<file path="config.mk">
export PLATFORM = sky130hd
export DESIGN_NAME = reader_mode_and_rx_gain_control
export DESIGN_NICKNAME = d
export VERILOG_FILES = /design/src/hw/rdr_ctrl_pkg.sv /design/src/hw/reader_mode_and_rx_gain_control.sv
export SDC_FILE = /design/constraint.sdc
export NUM_CORES = 1
export LEC_CHECK = 0
export BUFFER_PORTS_ARGS = -buffer_cell sky130_fd_sc_hd__buf_4
export CAP_MARGIN = 10
export CORE_MARGIN = 2
export CORE_UTILIZATION = 42
export DETAILED_ROUTE_END_ITERATION = 16
export PLACE_DENSITY = 0.62
export SKIP_CTS_REPAIR_TIMING = 1
export SYNTH_ARGS = -nofsm -noshare
export SYNTH_HDL_FRONTEND = slang
export SYNTH_SLANG_ARGS = --single-unit
export TNS_END_PERCENT = 30
</file>
<file path="constraint.sdc">
create_clock -name clk_i -period 4.5 [get_ports clk_i]
set_input_delay 1.35 -clock clk_i [delete_from_list [all_inputs] [get_ports clk_i]]
set_output_delay 1.35 -clock clk_i [all_outputs]
set_load 0.02 [all_outputs]
</file>
<file path="src/hw/rdr_ctrl_pkg.sv">
package rdr_ctrl_pkg;

    // Register indices (byte address = index, plain port)
    localparam logic [3:0] ADDR_OP_CTRL  = 4'h0;
    localparam logic [3:0] ADDR_MODE_DEF = 4'h1;
    localparam logic [3:0] ADDR_CFG2     = 4'h2;
    localparam logic [3:0] ADDR_RX_CFG   = 4'h3;
    localparam logic [3:0] ADDR_DRV_UNMOD = 4'h4;
    localparam logic [3:0] ADDR_DRV_AM   = 4'h5;
    localparam logic [3:0] ADDR_MOD_DEPTH = 4'h6;
    localparam logic [3:0] ADDR_RX_STAT  = 4'h7;
    localparam logic [3:0] ADDR_CMD      = 4'h8;

    // Operation control bits
    localparam int OP_EN_BIT      = 7;
    localparam int OP_RX_EN_BIT   = 6;
    localparam int OP_RECEIVER_LOW_POWER_BIT   = 5;
    localparam int OP_TX_EN_BIT   = 3;
    localparam int OP_NFC_T_BIT   = 0;
    localparam logic [7:0] OP_CTRL_RST = 8'h00;

    // Mode definition: bits 7:3 mode, 2:0 filter preset
    localparam logic [4:0] MODE_NFC         = 5'h01;
    localparam logic [4:0] MODE_TRANSPARENT = 5'h1f;
    localparam int MODE_LSB = 3;

    // Config 2
    localparam int CFG2_ENV_EXT_BIT = 0;
    localparam int CFG2_PM_BIT      = 1;

    // Rx config: 7 agc_en, 6 agc_m, 5:3 filter, 2:0 manual gain cut
    localparam int RXC_AGC_EN_BIT = 7;
    localparam int RXC_AGC_M_BIT  = 6;
    localparam int RXC_FLT_LSB    = 3;

    localparam logic [7:0] DRV_UNMOD_RST = 8'hff;
    localparam logic [7:0] BYTE_ZERO     = 8'h00;

    // Direct commands
    localparam logic [7:0] CMD_TRANSMIT      = 8'h01;
    localparam logic [7:0] CMD_RX_UNMASK     = 8'h02;
    localparam logic [7:0] CMD_MOD_CAL       = 8'h03;
    localparam logic [7:0] CMD_SQUELCH       = 8'h04;
    localparam logic [7:0] CMD_SQUELCH_CLEAR = 8'h05;
    localparam logic [7:0] CMD_SIG_CLEAR     = 8'h06;
    localparam logic [7:0] CMD_RX_MASK       = 8'h07;

    localparam logic [2:0] GAIN_MAX_STEP = 3'h7;
    localparam logic [3:0] AGC_PULSES    = 4'h8;
    localparam int SQ_MAX_TRANS = 2;

    // Timing at 100 MHz
    localparam int CLK_MHZ        = 100;
    localparam int AGC_DELAY_US   = 20;
    localparam int SQ_WINDOW_US   = 50;
    localparam int AGC_DELAY_CYC  = AGC_DELAY_US * CLK_MHZ;
    localparam int SQ_WINDOW_CYC  = SQ_WINDOW_US * CLK_MHZ;

    typedef enum logic [1:0] {SQ_IDLE, SQ_OBSERVE} sq_state_e;

endpackage

</file>
<file path="src/hw/reader_mode_and_rx_gain_control.sv">
// Notes on behaviour
// - Reset clears all operating bits; config writes still accepted in power-down.
// - Enable bit 7 powers oscillator and regulators; ready flagged once oscillator stable.
// - Receiver and transmitter have separate enables.
// - Receiver low power bit puts receiver into reduced power mode.
// - In target listen, external field detection pulses the host event.
// - Two drivers of eight segments; unmodulated register selects segments on.
// - AM level from calibrated depth command or directly written off-segments.
// - Receive window rises after every transmit, or by receive unmask command.
// - External envelope bypasses peak follower; PM selects phase detector.
// - Mode write loads filter selection into rx config, except in transparent mode; host may rewrite.
// - Automatic gain reduction starts 20 us after receive window rises.
// - Window mode 0 acts whole period; 1 only first 8 subcarrier pulses.
// - Automatic reduction steps 3 dB up to seven steps while comparator toggles.
// - Automatic reduction held reset while receive window is low.
// - Squelch counts transitions per 50 us; more than two cuts another step.
// - Squelch clear removes all squelch gain reduction.
// - Three-bit manual cut reduces gain in 3 dB steps.
// - Applied reduction sums all three sources; readable as gain_cut_readback.
// - Signal strength peak hold tracks while window high, frozen while low.
// - Four-bit strength readable in status; restarts when automatic reduction steps.
// - Signal strength clear command zeroes value and restarts peak hold.
`timescale 1ns/100ps
`default_nettype none

module reader_mode_and_rx_gain_control (
    input  wire logic       clk_i,
    input  wire logic       nrst_i,
    input  wire logic [3:0] addr_i,
    input  wire logic [7:0] wdata_i,
    input  wire logic       wr_i,
    input  wire logic       rd_i,
    output logic      [7:0] rdata_o,
    input  wire logic       osc_stable_i,
    input  wire logic       field_detect_i,
    input  wire logic       tx_done_i,
    input  wire logic       agc_cmp_i,
    input  wire logic       digitizer_i,
    input  wire logic       subcarrier_pulse_i,
    input  wire logic [3:0] strength_i,
    input  wire logic [7:0] cal_am_segments_i,
    output logic            osc_reg_en_o,
    output logic            ready_o,
    output logic            osc_stable_evt_o,
    output logic            field_evt_o,
    output logic            rx_en_o,
    output logic            tx_en_o,
    output logic            receiver_low_power_o,
    output logic            field_detector_en_o,
    output logic      [7:0] drv_unmod_o,
    output logic      [7:0] drv_am_o,
    output logic            mod_cal_start_o,
    output logic            receive_window_active_o,
    output logic      [1:0] demod_src_o,
    output logic      [2:0] rx_filter_o,
    output logic      [2:0] gain_cut_readback_o
);

    logic [7:0] op_ctrl_r;
    logic [7:0] mode_def_r;
    logic [7:0] cfg2_r;
    logic [7:0] rx_cfg_r;
    logic [7:0] drv_unmod_r;
    logic [7:0] drv_am_r;
    logic [7:0] mod_depth_r;
    logic [7:0] am_cal_r;
    logic       am_use_cal_r;
    logic [7:0] rdata_r;
    logic       rxw_r;
    logic       rxw_d_r;
    logic       osc_d_r;
    logic       fld_d_r;
    logic [12:0] agc_dly_r;
    logic        agc_run_r;
    logic [2:0]  agc_step_r;
    logic [3:0]  agc_pulse_r;
    logic        agc_cmp_d_r;
    logic        agc_trans_r;
    logic [12:0] agc_win_r;
    logic [2:0]  sq_step_r;
    logic [12:0] sq_tmr_r;
    logic [2:0]  sq_trans_r;
    logic        dig_d_r;
    logic [3:0]  rssi_r;
    logic [2:0]  gain_tot_r;
    rdr_ctrl_pkg::sq_state_e sq_state_r;

    logic cmd_wr;
    logic rxw_rise;
    logic agc_step_evt;

    assign cmd_wr   = wr_i && (addr_i == rdr_ctrl_pkg::ADDR_CMD);
    assign rxw_rise = rxw_r && !rxw_d_r;

    function automatic logic is_cmd(input logic [7:0] code);
        is_cmd = cmd_wr && (wdata_i == code);
    endfunction

    function automatic logic [2:0] sat_add(input logic [2:0] a, input logic [2:0] b);
        logic [3:0] s;
        s = {1'b0, a} + {1'b0, b};
        sat_add = s[3] ? rdr_ctrl_pkg::GAIN_MAX_STEP : s[2:0];
    endfunction

    // Register writes; accepted in every mode including power-down
    always_ff @(posedge clk_i or negedge nrst_i) begin
        if (!nrst_i) begin
            op_ctrl_r   <= rdr_ctrl_pkg::OP_CTRL_RST;
            mode_def_r  <= rdr_ctrl_pkg::BYTE_ZERO;
            cfg2_r      <= rdr_ctrl_pkg::BYTE_ZERO;
            rx_cfg_r    <= rdr_ctrl_pkg::BYTE_ZERO;
            drv_unmod_r <= rdr_ctrl_pkg::DRV_UNMOD_RST;
            drv_am_r    <= rdr_ctrl_pkg::BYTE_ZERO;
            mod_depth_r <= rdr_ctrl_pkg::BYTE_ZERO;
        end else if (wr_i) begin
            case (addr_i)
                rdr_ctrl_pkg::ADDR_OP_CTRL:   op_ctrl_r   <= wdata_i;
                rdr_ctrl_pkg::ADDR_MODE_DEF: begin
                    mode_def_r <= wdata_i;
                    // Filter preset follows mode, except in transparent mode
                    if (wdata_i[7:rdr_ctrl_pkg::MODE_LSB] != rdr_ctrl_pkg::MODE_TRANSPARENT) begin
                        rx_cfg_r[rdr_ctrl_pkg::RXC_FLT_LSB +: 3] <= wdata_i[2:0];
                    end
                end
                rdr_ctrl_pkg::ADDR_CFG2:      cfg2_r      <= wdata_i;
                rdr_ctrl_pkg::ADDR_RX_CFG:    rx_cfg_r    <= wdata_i;
                rdr_ctrl_pkg::ADDR_DRV_UNMOD: drv_unmod_r <= wdata_i;
                rdr_ctrl_pkg::ADDR_DRV_AM:    drv_am_r    <= wdata_i;
                rdr_ctrl_pkg::ADDR_MOD_DEPTH: mod_depth_r <= wdata_i;
                default: ;
            endcase
        end
    end

    // AM level source: last of direct write or calibration wins
    always_ff @(posedge clk_i or negedge nrst_i) begin
        if (!nrst_i) begin
            am_use_cal_r <= 1'b0;
            am_cal_r     <= rdr_ctrl_pkg::BYTE_ZERO;
        end else if (is_cmd(rdr_ctrl_pkg::CMD_MOD_CAL)) begin
            am_use_cal_r <= 1'b1;
            am_cal_r     <= cal_am_segments_i;
        end else if (wr_i && addr_i == rdr_ctrl_pkg::ADDR_DRV_AM) begin
            am_use_cal_r <= 1'b0;
        end
    end

    // Receive window control
    always_ff @(posedge clk_i or negedge nrst_i) begin
        if (!nrst_i) begin
            rxw_r   <= 1'b0;
            rxw_d_r <= 1'b0;
        end else begin
            rxw_d_r <= rxw_r;
            if (tx_done_i || is_cmd(rdr_ctrl_pkg::CMD_TRANSMIT)
                    || is_cmd(rdr_ctrl_pkg::CMD_RX_UNMASK)) begin
                rxw_r <= 1'b1;
            end else if (is_cmd(rdr_ctrl_pkg::CMD_RX_MASK) || !op_ctrl_r[rdr_ctrl_pkg::OP_RX_EN_BIT]) begin
                rxw_r <= 1'b0;
            end
        end
    end

    // Event pulses for oscillator stable and external field
    always_ff @(posedge clk_i or negedge nrst_i) begin
        if (!nrst_i) begin
            osc_d_r <= 1'b0;
            fld_d_r <= 1'b0;
        end else begin
            osc_d_r <= osc_stable_i && op_ctrl_r[rdr_ctrl_pkg::OP_EN_BIT];
            fld_d_r <= field_detect_i && field_detector_en_o;
        end
    end

    // Automatic gain reduction, held in reset while window low
    always_ff @(posedge clk_i or negedge nrst_i) begin
        if (!nrst_i) begin
            agc_dly_r   <= '0;
            agc_run_r   <= 1'b0;
            agc_step_r  <= '0;
            agc_pulse_r <= '0;
            agc_cmp_d_r <= 1'b0;
            agc_trans_r <= 1'b0;
            agc_win_r   <= '0;
        end else if (!rxw_r || !rx_cfg_r[rdr_ctrl_pkg::RXC_AGC_EN_BIT]) begin
            agc_dly_r   <= '0;
            agc_run_r   <= 1'b0;
            agc_step_r  <= '0;
            agc_pulse_r <= '0;
            agc_cmp_d_r <= 1'b0;
            agc_trans_r <= 1'b0;
            agc_win_r   <= '0;
        end else if (!agc_run_r) begin
            if (agc_dly_r == 13'(rdr_ctrl_pkg::AGC_DELAY_CYC - 1)) begin
                agc_run_r <= 1'b1;
            end else begin
                agc_dly_r <= agc_dly_r + 13'h1;
            end
        end else begin
            agc_cmp_d_r <= agc_cmp_i;
            if (subcarrier_pulse_i && agc_pulse_r != rdr_ctrl_pkg::AGC_PULSES) begin
                agc_pulse_r <= agc_pulse_r + 4'h1;
            end
            // Transitions seen in a short observe slot cause one more step
            if (agc_win_r == 13'(rdr_ctrl_pkg::AGC_DELAY_CYC - 1)) begin
                agc_win_r   <= '0;
                agc_trans_r <= 1'b0;
                if (agc_step_evt) begin
                    agc_step_r <= agc_step_r + 3'h1;
                end
            end else begin
                agc_win_r <= agc_win_r + 13'h1;
                if (agc_cmp_i != agc_cmp_d_r) begin
                    agc_trans_r <= 1'b1;
                end
            end
        end
    end

    assign agc_step_evt = agc_trans_r && agc_step_r != rdr_ctrl_pkg::GAIN_MAX_STEP
        && (!rx_cfg_r[rdr_ctrl_pkg::RXC_AGC_M_BIT]
            || agc_pulse_r != rdr_ctrl_pkg::AGC_PULSES)
        && agc_win_r == 13'(rdr_ctrl_pkg::AGC_DELAY_CYC - 1);

    // Squelch: count digitizer transitions per 50 us slot
    always_ff @(posedge clk_i or negedge nrst_i) begin
        if (!nrst_i) begin
            sq_state_r <= rdr_ctrl_pkg::SQ_IDLE;
            sq_step_r  <= '0;
            sq_tmr_r   <= '0;
            sq_trans_r <= '0;
            dig_d_r    <= 1'b0;
        end else begin
            dig_d_r <= digitizer_i;
            if (is_cmd(rdr_ctrl_pkg::CMD_SQUELCH_CLEAR)) begin
                sq_state_r <= rdr_ctrl_pkg::SQ_IDLE;
                sq_step_r  <= '0;
            end else begin
                case (sq_state_r)
                    rdr_ctrl_pkg::SQ_IDLE: begin
                        sq_tmr_r   <= '0;
                        sq_trans_r <= '0;
                        if (is_cmd(rdr_ctrl_pkg::CMD_SQUELCH)) begin
                            sq_state_r <= rdr_ctrl_pkg::SQ_OBSERVE;
                        end
                    end
                    rdr_ctrl_pkg::SQ_OBSERVE: begin
                        if (sq_tmr_r == 13'(rdr_ctrl_pkg::SQ_WINDOW_CYC - 1)) begin
                            sq_tmr_r   <= '0;
                            sq_trans_r <= '0;
                            if (sq_trans_r > 3'(rdr_ctrl_pkg::SQ_MAX_TRANS)
                                    && sq_step_r != rdr_ctrl_pkg::GAIN_MAX_STEP) begin
                                sq_step_r <= sq_step_r + 3'h1;
                            end else begin
                                sq_state_r <= rdr_ctrl_pkg::SQ_IDLE;
                            end
                        end else begin
                            sq_tmr_r <= sq_tmr_r + 13'h1;
                            // Counter saturates; anything above two already decides
                            if (digitizer_i != dig_d_r && sq_trans_r != 3'h7) begin
                                sq_trans_r <= sq_trans_r + 3'h1;
                            end
                        end
                    end
                    default: sq_state_r <= rdr_ctrl_pkg::SQ_IDLE;
                endcase
            end
        end
    end

    // Combined gain reduction, saturating
    always_ff @(posedge clk_i or negedge nrst_i) begin
        if (!nrst_i) begin
            gain_tot_r <= '0;
        end else begin
            gain_tot_r <= sat_add(sat_add(agc_step_r, sq_step_r), rx_cfg_r[2:0]);
        end
    end

    // Signal strength peak hold
    always_ff @(posedge clk_i or negedge nrst_i) begin
        if (!nrst_i) begin
            rssi_r <= '0;
        end else if (is_cmd(rdr_ctrl_pkg::CMD_SIG_CLEAR) || rxw_rise || agc_step_evt) begin
            rssi_r <= '0;
        end else if (rxw_r && strength_i > rssi_r) begin
            rssi_r <= strength_i;
        end
    end

    // Read port, data valid the cycle after the strobe
    always_ff @(posedge clk_i or negedge nrst_i) begin
        if (!nrst_i) begin
            rdata_r <= '0;
        end else if (rd_i) begin
            case (addr_i)
                rdr_ctrl_pkg::ADDR_OP_CTRL:   rdata_r <= op_ctrl_r;
                rdr_ctrl_pkg::ADDR_MODE_DEF:  rdata_r <= mode_def_r;
                rdr_ctrl_pkg::ADDR_CFG2:      rdata_r <= cfg2_r;
                rdr_ctrl_pkg::ADDR_RX_CFG:    rdata_r <= rx_cfg_r;
                rdr_ctrl_pkg::ADDR_DRV_UNMOD: rdata_r <= drv_unmod_r;
                rdr_ctrl_pkg::ADDR_DRV_AM:    rdata_r <= drv_am_o;
                rdr_ctrl_pkg::ADDR_MOD_DEPTH: rdata_r <= mod_depth_r;
                rdr_ctrl_pkg::ADDR_RX_STAT:   rdata_r <= {rssi_r, 1'b0, gain_tot_r};
                default:                      rdata_r <= '0;
            endcase
        end else begin
            rdata_r <= '0;
        end
    end

    assign rdata_o              = rdata_r;
    assign osc_reg_en_o         = op_ctrl_r[rdr_ctrl_pkg::OP_EN_BIT];
    assign ready_o              = osc_d_r;
    assign osc_stable_evt_o     = osc_stable_i && op_ctrl_r[rdr_ctrl_pkg::OP_EN_BIT] && !osc_d_r;
    assign rx_en_o              = op_ctrl_r[rdr_ctrl_pkg::OP_RX_EN_BIT];
    assign tx_en_o              = op_ctrl_r[rdr_ctrl_pkg::OP_TX_EN_BIT];
    assign receiver_low_power_o = op_ctrl_r[rdr_ctrl_pkg::OP_RECEIVER_LOW_POWER_BIT];
    // Field detector only honoured in NFC mode
    assign field_detector_en_o  = op_ctrl_r[rdr_ctrl_pkg::OP_NFC_T_BIT]
        && mode_def_r[7:rdr_ctrl_pkg::MODE_LSB] == rdr_ctrl_pkg::MODE_NFC;
    assign field_evt_o          = field_detect_i && field_detector_en_o && !fld_d_r;
    assign drv_unmod_o          = drv_unmod_r;
    assign drv_am_o             = am_use_cal_r ? am_cal_r : drv_am_r;
    assign mod_cal_start_o      = is_cmd(rdr_ctrl_pkg::CMD_MOD_CAL);
    assign receive_window_active_o = rxw_r;
    assign demod_src_o          = {cfg2_r[rdr_ctrl_pkg::CFG2_PM_BIT],
                                   cfg2_r[rdr_ctrl_pkg::CFG2_ENV_EXT_BIT]};
    assign rx_filter_o          = rx_cfg_r[rdr_ctrl_pkg::RXC_FLT_LSB +: 3];
    assign gain_cut_readback_o  = gain_tot_r;

endmodule // reader_mode_and_rx_gain_control

`default_nettype wire

</file>
==> run_summary.xml, run 1 <==
<?xml version="1.0" encoding="UTF-8"?>
<metrics>
  <group name="outcome">
    <metric name="run_status" unit="">finished clean</metric>
  </group>
  <group name="synthesis">
    <metric name="async_reset_ff_share" unit="%">100.0</metric>
    <metric name="postSynthRegisterBits" unit="">141</metric>
    <metric name="post_synth.cell_area_avg" unit="µm²">10.79</metric>
    <metric name="seq_area_frac_synth" unit="%">48.57</metric>
    <metric name="yosys_warnings" unit="">0</metric>
    <metric name="yosysTopAreaCellShare" unit="%">45.69</metric>
    <metric name="post_synthesis_instance_area" unit="µm²">7284</metric>
    <metric name="synthTopCellsByCount" unit="">sky130_fd_sc_hd__dfrtp_1, sky130_fd_sc_hd__mux2_2, sky130_fd_sc_hd__nand2_1</metric>
    <metric name="synth_top_flop_cell" unit="">sky130_fd_sc_hd__dfrtp_1</metric>
    <metric name="synth.top_cells.by_area" unit="">sky130_fd_sc_hd__dfrtp_1, sky130_fd_sc_hd__mux2_2, sky130_fd_sc_hd__ha_1</metric>
    <metric name="synthesis.nets" unit="">733</metric>
    <metric name="synth_top_area_cell" unit="">sky130_fd_sc_hd__dfrtp_1</metric>
    <metric name="yosys.cell_count.top_type" unit="">sky130_fd_sc_hd__dfrtp_1</metric>
    <metric name="number_of_flops_mapped_to_enable_cells_by_yosys" unit="">0</metric>
    <metric name="synthCells" unit="">675</metric>
    <metric name="post_synth_num_cell_types" unit="">65</metric>
  </group>
  <group name="drt">
    <metric name="drc" unit="">0</metric>
    <metric name="drt.antenna.violating_nets" unit="">0</metric>
    <metric name="drtPass1Iterations" unit="">6</metric>
    <metric name="detail_route.iter0.violations" unit="">427</metric>
    <metric name="drt-vias-per-instance" unit="">5.599</metric>
    <metric name="wl_per_cell" unit="µm">18.36</metric>
    <metric name="num_vias" unit="">5493</metric>
    <metric name="routed_wirelength" unit="µm">18020</metric>
  </group>
  <group name="setup_path">
    <metric name="endpoint_kind" unit="">primary output</metric>
    <metric name="cp-start-kind" unit="">input pin</metric>
    <metric name="crit_top_cell" unit="">sky130_fd_sc_hd__buf_4</metric>
    <metric name="worst-endpoint-arrival" unit="ns">2.76</metric>
    <metric name="path_cells" unit="">buf_4 -&gt; nor4_1 -&gt; nand3_1 -&gt; nor3_1 -&gt; buf_4</metric>
    <metric name="critical_path_class" unit="">in2out</metric>
    <metric name="path_max_fanout" unit="">9</metric>
    <metric name="critPathMaxStageDelay" unit="ns">0.51</metric>
    <metric name="critical-path-slowest-cell" unit="">sky130_fd_sc_hd__nor4_1</metric>
    <metric name="reg2reg_slack" unit="ns">2.00</metric>
    <metric name="worst_ep_required_time" unit="ns">3.15</metric>
  </group>
  <group name="layout">
    <metric name="num_antenna_cells" unit="">0</metric>
    <metric name="final_net_count" unit="">802</metric>
    <metric name="synthToLayoutAreaGrowth" unit="%">18.12</metric>
    <metric name="ratio_of_cells_with_drive_above_1_in_the_final_layout" unit="%">27.78</metric>
  </group>
  <group name="pwr">
    <metric name="power.leakage" unit="nW">3.817</metric>
    <metric name="vdd_ir_drop_max" unit="mV">0.3116</metric>
    <metric name="total_power" unit="mW">3.918</metric>
    <metric name="ratio_of_total_power_to_cell_area" unit="nW/µm²">455.3</metric>
  </group>
  <group name="cts">
    <metric name="clk_path_buf_depth" unit="">2</metric>
    <metric name="htree_num_levels" unit="">4</metric>
    <metric name="clk_pin_slew" unit="ns">0.06</metric>
    <metric name="clkLatencyLatePin" unit="ns">0.43</metric>
    <metric name="tritoncts.num_buffers" unit="">17</metric>
    <metric name="tritoncts_num_sinks" unit="">141</metric>
    <metric name="clock-root-buffer" unit="">sky130_fd_sc_hd__clkbuf_16</metric>
    <metric name="cts_tree" unit="">done</metric>
  </group>
  <group name="floorplanning">
    <metric name="initial_core_util" unit="%">42.56</metric>
    <metric name="design.portCount" unit="">76</metric>
    <metric name="placeableCoreArea" unit="µm²">17120</metric>
    <metric name="chip_width" unit="µm">135.7</metric>
    <metric name="floorplan.die.height" unit="µm">135.7</metric>
    <metric name="rows" unit="">48</metric>
    <metric name="dieArea" unit="µm²">18410</metric>
  </group>
  <group name="timing">
    <metric name="skew" unit="ns">0.009090</metric>
    <metric name="min_period" unit="ns">4.112</metric>
    <metric name="setup_viol" unit="">0</metric>
    <metric name="worstMarginPinSlew" unit="ns">0.9060</metric>
    <metric name="timing.max_slew.rel_slack" unit="%">39.38</metric>
    <metric name="achievable-frequency" unit="MHz">243.2</metric>
    <metric name="timing_hold_violations_final" unit="">0</metric>
    <metric name="timing.final.max_slew_violations" unit="">0</metric>
    <metric name="post-route-period-util" unit="%">91.37</metric>
    <metric name="grt_setup_unrepaired" unit="">false</metric>
    <metric name="fin_setup_tns" unit="ns">0</metric>
  </group>
  <group name="placement">
    <metric name="place_congestion" unit="">0.8428</metric>
    <metric name="dp.final_hpwl" unit="µm">12630</metric>
    <metric name="placement.io_buffers" unit="">75</metric>
  </group>
  <group name="grt">
    <metric name="grt_max_degree" unit="">92</metric>
    <metric name="grt_pass1_wl" unit="µm">28930</metric>
    <metric name="vias_in_the_first_global_route" unit="">5445</metric>
    <metric name="grt.total_usage" unit="%">20.52</metric>
    <metric name="number_of_antenna_violations_at_the_first_check_in_global_routing" unit="">0</metric>
    <metric name="grt_overflow" unit="">0</metric>
  </group>
  <group name="job">
    <metric name="maxCapViolCount" unit="">0</metric>
  </group>
  <group name="worst_hold_path">
    <metric name="hold_path.class" unit="">reg2reg</metric>
  </group>
</metrics>
cell families after synthesis:
| logic type | after synthesis | synth area share, % |
|---|---|---|
| flops | 141 | 48.57 |
| xor+xnor | 16 | 1.924 |
| compound gates | 105 | 9.808 |
| fa+ha+maj | 24 | 4.328 |
| buf+inv | 46 | 2.800 |
| mux | 100 | 15.36 |
| simple gates | 243 | 17.21 |
worst paths after layout:
kind / start / to / cells after the start
worst max-delay path: wdata_i[3] / mod_cal_start_o / 5
worst min-delay path: sq_tmr_r[12] / sq_tmr_r[12] / 1
worst max register to register: sq_tmr_r[3] / sq_tmr_r[9] / 4
worst min register to register: sq_tmr_r[12] / sq_tmr_r[12] / 1
max in group asynchronous: nrst_i / drv_unmod_o[6] / 2
min in group asynchronous: nrst_i / agc_dly_r[12] / 1
routing by layer:
metal  GRT usage [%]  vias up  wire length (µm)
met5               0        -                 0
met4           6.134        0               269
met3           4.901       25               903
met2           31.96      138              8485
met1           28.55     2757              8357
li1                -     2573                 -
report_power, final:
group | internal [mW] | total (mW) | switching, mW
registers | 1.50 | 1.71 | 0.210
clock network | 0.805 | 1.35 | 0.550
logic | 0.400 | 0.852 | 0.452
total | 2.71 | 3.92 | 1.21
registers in the layout, indices dropped and copies added (netlist names), 4 cells and up:
| name | flops |
|---|---|
| drv_unmod_o | 8 |
| agc_dly_r | 13 |
| mode_def_r | 8 |
| rdata_o | 8 |
| rssi_r | 4 |
| rx_cfg_r | 8 |
| cfg2_r | 8 |
| mod_depth_r | 8 |
| sq_tmr_r | 13 |
| agc_pulse_r | 4 |
| drv_am_r | 8 |
| agc_win_r | 13 |
| op_ctrl_r | 8 |
| am_cal_r | 8 |
cells in the final DEF (no fill, tap or decap), drive strengths merged, types with 8 or more instances in the layout:
| master | synthesis | final |
|---|---|---|
| a21oi | 19 | 19 |
| o21ai | 34 | 34 |
| nand3 | 27 | 27 |
| nor2b | 12 | 12 |
| nor2 | 56 | 56 |
| mux2 | 74 | 74 |
| nor3 | 15 | 15 |
| ha | 22 | 22 |
| clkbuf | 18 | 23 |
| nand4 | 13 | 13 |
| buf | 13 | 81 |
| dfrtp | 133 | 133 |
| nand2 | 64 | 64 |
| xor2 | 9 | 9 |
| inv | 15 | 18 |
| and3 | 10 | 10 |
| a31oi | 11 | 11 |
| mux2i | 24 | 24 |
| nand2b | 10 | 10 |
| o31ai | 11 | 11 |
| dfstp | 8 | 8 |
area by class of cell:
type                            count  area, µm²
Fill cell                        1571       8512
Sequential cell                   141       3538
Clock inverter                      8      83.83
Tap cell                          225      281.5
Multi-Input combinational cell    488       3542
Timing Repair Buffer               81      624.3
Clock buffer                       23      478.0
Inverter                           15      56.30
critical path: cells and delay by family:
kind	cells	cell delay (ns)
and+or+nand+nor	3	1.03
buffers and inverters	2	0.38
per-stage QoR:
step	hold WS, ns	util [%]	std cells	setup slack [ns]	cell area [µm²]
final	0.4877	50.27	981	0.3884	8605
after global routing	0.5158	50.27	981	0.3156	8605
after CTS	0.5008	50.27	981	0.3657	8605
after detailed placement	0.4865	46.99	950	0.3769	8043
after global placement	0.4737	46.99	950	0.3845	8043
after floorplan	0.4376	-	675	0.6137	7284
(Power assumes the default switching activity.)
==> inputs of run 2 (changes only) <==
GPL_ROUTABILITY_DRIVEN = 0   (was default)
GPL_TIMING_DRIVEN = 0   (was default)
RECOVER_POWER = 50   (was default)
==> run_summary.xml, run 2 (same netlist as run 1, synthesis figures left out) <==
<?xml version="1.0" encoding="UTF-8"?>
<metrics>
  <group name="layout">
    <metric name="layout_commonest_cell" unit="">sky130_fd_sc_hd__dfrtp_1</metric>
    <metric name="final_cell_mix" unit="">sky130_fd_sc_hd__dfrtp_1, sky130_fd_sc_hd__buf_4, sky130_fd_sc_hd__mux2_2</metric>
    <metric name="layout.cell_area.non_filler" unit="µm²">8647</metric>
    <metric name="ratio_of_cells_with_drive_above_1_in_the_final_layout" unit="%">26.79</metric>
    <metric name="reg_top3" unit="">agc_dly_r x13, agc_win_r x13, sq_tmr_r x13</metric>
    <metric name="synthToLayoutAreaGrowth" unit="%">18.70</metric>
    <metric name="num_antenna_cells" unit="">0</metric>
    <metric name="fill_cells" unit="">1585</metric>
    <metric name="final_net_count" unit="">825</metric>
    <metric name="postLayoutCoreUtil" unit="%">50.52</metric>
  </group>
  <group name="worst_hold_path">
    <metric name="hold_path.class" unit="">reg2reg</metric>
  </group>
  <group name="timing">
    <metric name="worstMarginPinSlew" unit="ns">2.678</metric>
    <metric name="timing.max_slew.rel_slack" unit="%">-78.55</metric>
    <metric name="timing_hold_violations_final" unit="">0</metric>
    <metric name="post-route-period-util" unit="%">95.89</metric>
    <metric name="fin_setup_tns" unit="ns">0</metric>
    <metric name="timing.final.max_slew_violations" unit="">59</metric>
    <metric name="skew" unit="ns">0.009829</metric>
    <metric name="setup_viol" unit="">0</metric>
    <metric name="timing.final.ws_setup" unit="ns">0.1851</metric>
    <metric name="min_period" unit="ns">4.315</metric>
    <metric name="grt_setup_unrepaired" unit="">false</metric>
    <metric name="achievable-frequency" unit="MHz">231.8</metric>
  </group>
  <group name="setup_path">
    <metric name="endpoint_kind" unit="">primary output</metric>
    <metric name="critPathMaxStageDelay" unit="ns">0.67</metric>
    <metric name="critical-path-slowest-cell" unit="">sky130_fd_sc_hd__nor4_1</metric>
    <metric name="path_cells" unit="">clkbuf_1 -&gt; nor4_1 -&gt; nand3_1 -&gt; nor3_1 -&gt; buf_4</metric>
    <metric name="critical_path_class" unit="">in2out</metric>
    <metric name="worst-endpoint-arrival" unit="ns">2.96</metric>
    <metric name="cp-start-kind" unit="">input pin</metric>
    <metric name="path_delay_family" unit="">simple AND/OR/NAND/NOR gates</metric>
    <metric name="path_max_fanout" unit="">9</metric>
    <metric name="worst_ep_required_time" unit="ns">3.15</metric>
    <metric name="cp_num_buf_inv" unit="">2</metric>
  </group>
  <group name="cts">
    <metric name="tritoncts_num_sinks" unit="">141</metric>
    <metric name="tritoncts.num_buffers" unit="">17</metric>
    <metric name="clkLatencyLatePin" unit="ns">0.42</metric>
    <metric name="clock-root-buffer" unit="">sky130_fd_sc_hd__clkbuf_16</metric>
    <metric name="htree_num_levels" unit="">4</metric>
    <metric name="clk_pin_slew" unit="ns">0.06</metric>
    <metric name="cts_tree" unit="">done</metric>
    <metric name="clk_path_buf_depth" unit="">2</metric>
  </group>
  <group name="floorplanning">
    <metric name="design.portCount" unit="">76</metric>
    <metric name="rows" unit="">48</metric>
    <metric name="chip_width" unit="µm">135.7</metric>
    <metric name="placeableCoreArea" unit="µm²">17120</metric>
    <metric name="initial_core_util" unit="%">42.56</metric>
    <metric name="dieArea" unit="µm²">18410</metric>
    <metric name="floorplan.die.height" unit="µm">135.7</metric>
  </group>
  <group name="drt">
    <metric name="num_vias" unit="">5615</metric>
    <metric name="drt-vias-per-instance" unit="">5.587</metric>
    <metric name="drt.antenna.violating_nets" unit="">0</metric>
    <metric name="detail_route.iter0.violations" unit="">345</metric>
    <metric name="drtPass1Iterations" unit="">5</metric>
    <metric name="drc" unit="">0</metric>
    <metric name="wl_per_cell" unit="µm">18.00</metric>
    <metric name="routed_wirelength" unit="µm">18090</metric>
  </group>
  <group name="job">
    <metric name="maxCapViolCount" unit="">1</metric>
  </group>
  <group name="placement">
    <metric name="placedInstanceArea" unit="µm²">8138</metric>
    <metric name="placement.io_buffers" unit="">72</metric>
    <metric name="dpl_worst_slack" unit="ns">0.1455</metric>
    <metric name="dp.final_hpwl" unit="µm">13100</metric>
  </group>
  <group name="pwr">
    <metric name="comb_power_share" unit="%">22.6</metric>
    <metric name="ratio_of_total_power_to_cell_area" unit="nW/µm²">447.8</metric>
    <metric name="netSwitchingFraction" unit="%">31.96</metric>
    <metric name="power.share.clock" unit="%">33.2</metric>
    <metric name="vdd_ir_drop_max" unit="mV">0.2855</metric>
    <metric name="p_seq_share" unit="%">44.2</metric>
    <metric name="total_power" unit="mW">3.872</metric>
    <metric name="power_switching" unit="mW">1.238</metric>
    <metric name="p_int" unit="mW">2.634</metric>
    <metric name="power.leakage" unit="nW">3.815</metric>
  </group>
  <group name="grt">
    <metric name="grt_pass1_wl" unit="µm">29270</metric>
    <metric name="number_of_antenna_violations_at_the_first_check_in_global_routing" unit="">0</metric>
    <metric name="vias_in_the_first_global_route" unit="">5628</metric>
    <metric name="grt.total_usage" unit="%">20.51</metric>
    <metric name="grt_overflow" unit="">0</metric>
    <metric name="grt_max_degree" unit="">85</metric>
  </group>
  <group name="outcome">
    <metric name="run_status" unit="">finished, violations left</metric>
    <metric name="violations_in_the_final_reports" unit="">max-capacitance violations, max-slew violations</metric>
  </group>
</metrics>
==> run 2: cell count changes in the layout (fill, tap and decap cells not counted), moves of 2 or more <==
cell	change
sky130_fd_sc_hd__clkbuf_1	+18
sky130_fd_sc_hd__buf_1	+5
sky130_fd_sc_hd__clkbuf_8	-2
sky130_fd_sc_hd__clkinvlp_4	+2
sky130_fd_sc_hd__buf_4	-4
sky130_fd_sc_hd__and2_0	+2
sky130_fd_sc_hd__clkinv_2	+2
sky130_fd_sc_hd__and2_1	-2
==> run 2: layout make-up <==
class / instances / area [µm²] / area share, %
buffer: 31 / 147.6 / 1.707
clock buffer: 20 / 446.7 / 5.166
clock inverter: 12 / 87.58 / 1.013
inverter: 15 / 56.30 / 0.6511
multi-input combinational: 488 / 3538 / 40.92
sequential: 141 / 3538 / 40.92
tap: 225 / 281.5 / 3.256
timing repair buffer: 73 / 550.5 / 6.367
==> run 2: path summary, 6_finish.rpt <==
| kind | from | slack [ns] | endpoint | cells past startpoint |
|---|---|---|---|---|
| setup / recovery | wdata_i[7] | 0.19 | mod_cal_start_o | 5 |
| hold / removal | sq_tmr_r[12] | 0.49 | sq_tmr_r[12] | 1 |
| setup reg to reg | sq_step_r[0] | 2.24 | gain_cut_readback_o[0] | 9 |
| hold reg to reg | sq_tmr_r[12] | 0.49 | sq_tmr_r[12] | 1 |
| max in group asynchronous | nrst_i | 0.74 | am_cal_r[5] | 2 |
| min in group asynchronous | nrst_i | 1.97 | agc_dly_r[12] | 1 |
==> run 2: routing by layer <==
layer  up-vias  GRT usage (%)  wire [µm]
li1       2621              -          -
met2       149          33.36       8865
met3        17          4.415        939
met1      2828          27.45       8026
met4         0          6.481        261
met5         -              0          0
==> run 2: power groups by stage <==
stage	sequential, mW	combinational [mW]	clock [mW]
CTS	1.70	0.885	1.31
finish	1.71	0.875	1.29
floorplan	1.71	0.540	0
global route	1.74	0.965	1.37
detailed placement	1.72	0.881	0
global placement	1.71	0.844	0
==> run 2: through the flow <==
| stage | hold slack [ns] | cells |
|---|---|---|
| final | 0.4924 | 1005 |
| after global routing | 0.5077 | 1005 |
| after CTS | 0.4952 | 1005 |
| after detailed placement | 0.4816 | 973 |
| after global placement | 0.4667 | 972 |
| after floorplan | 0.4376 | 675 |
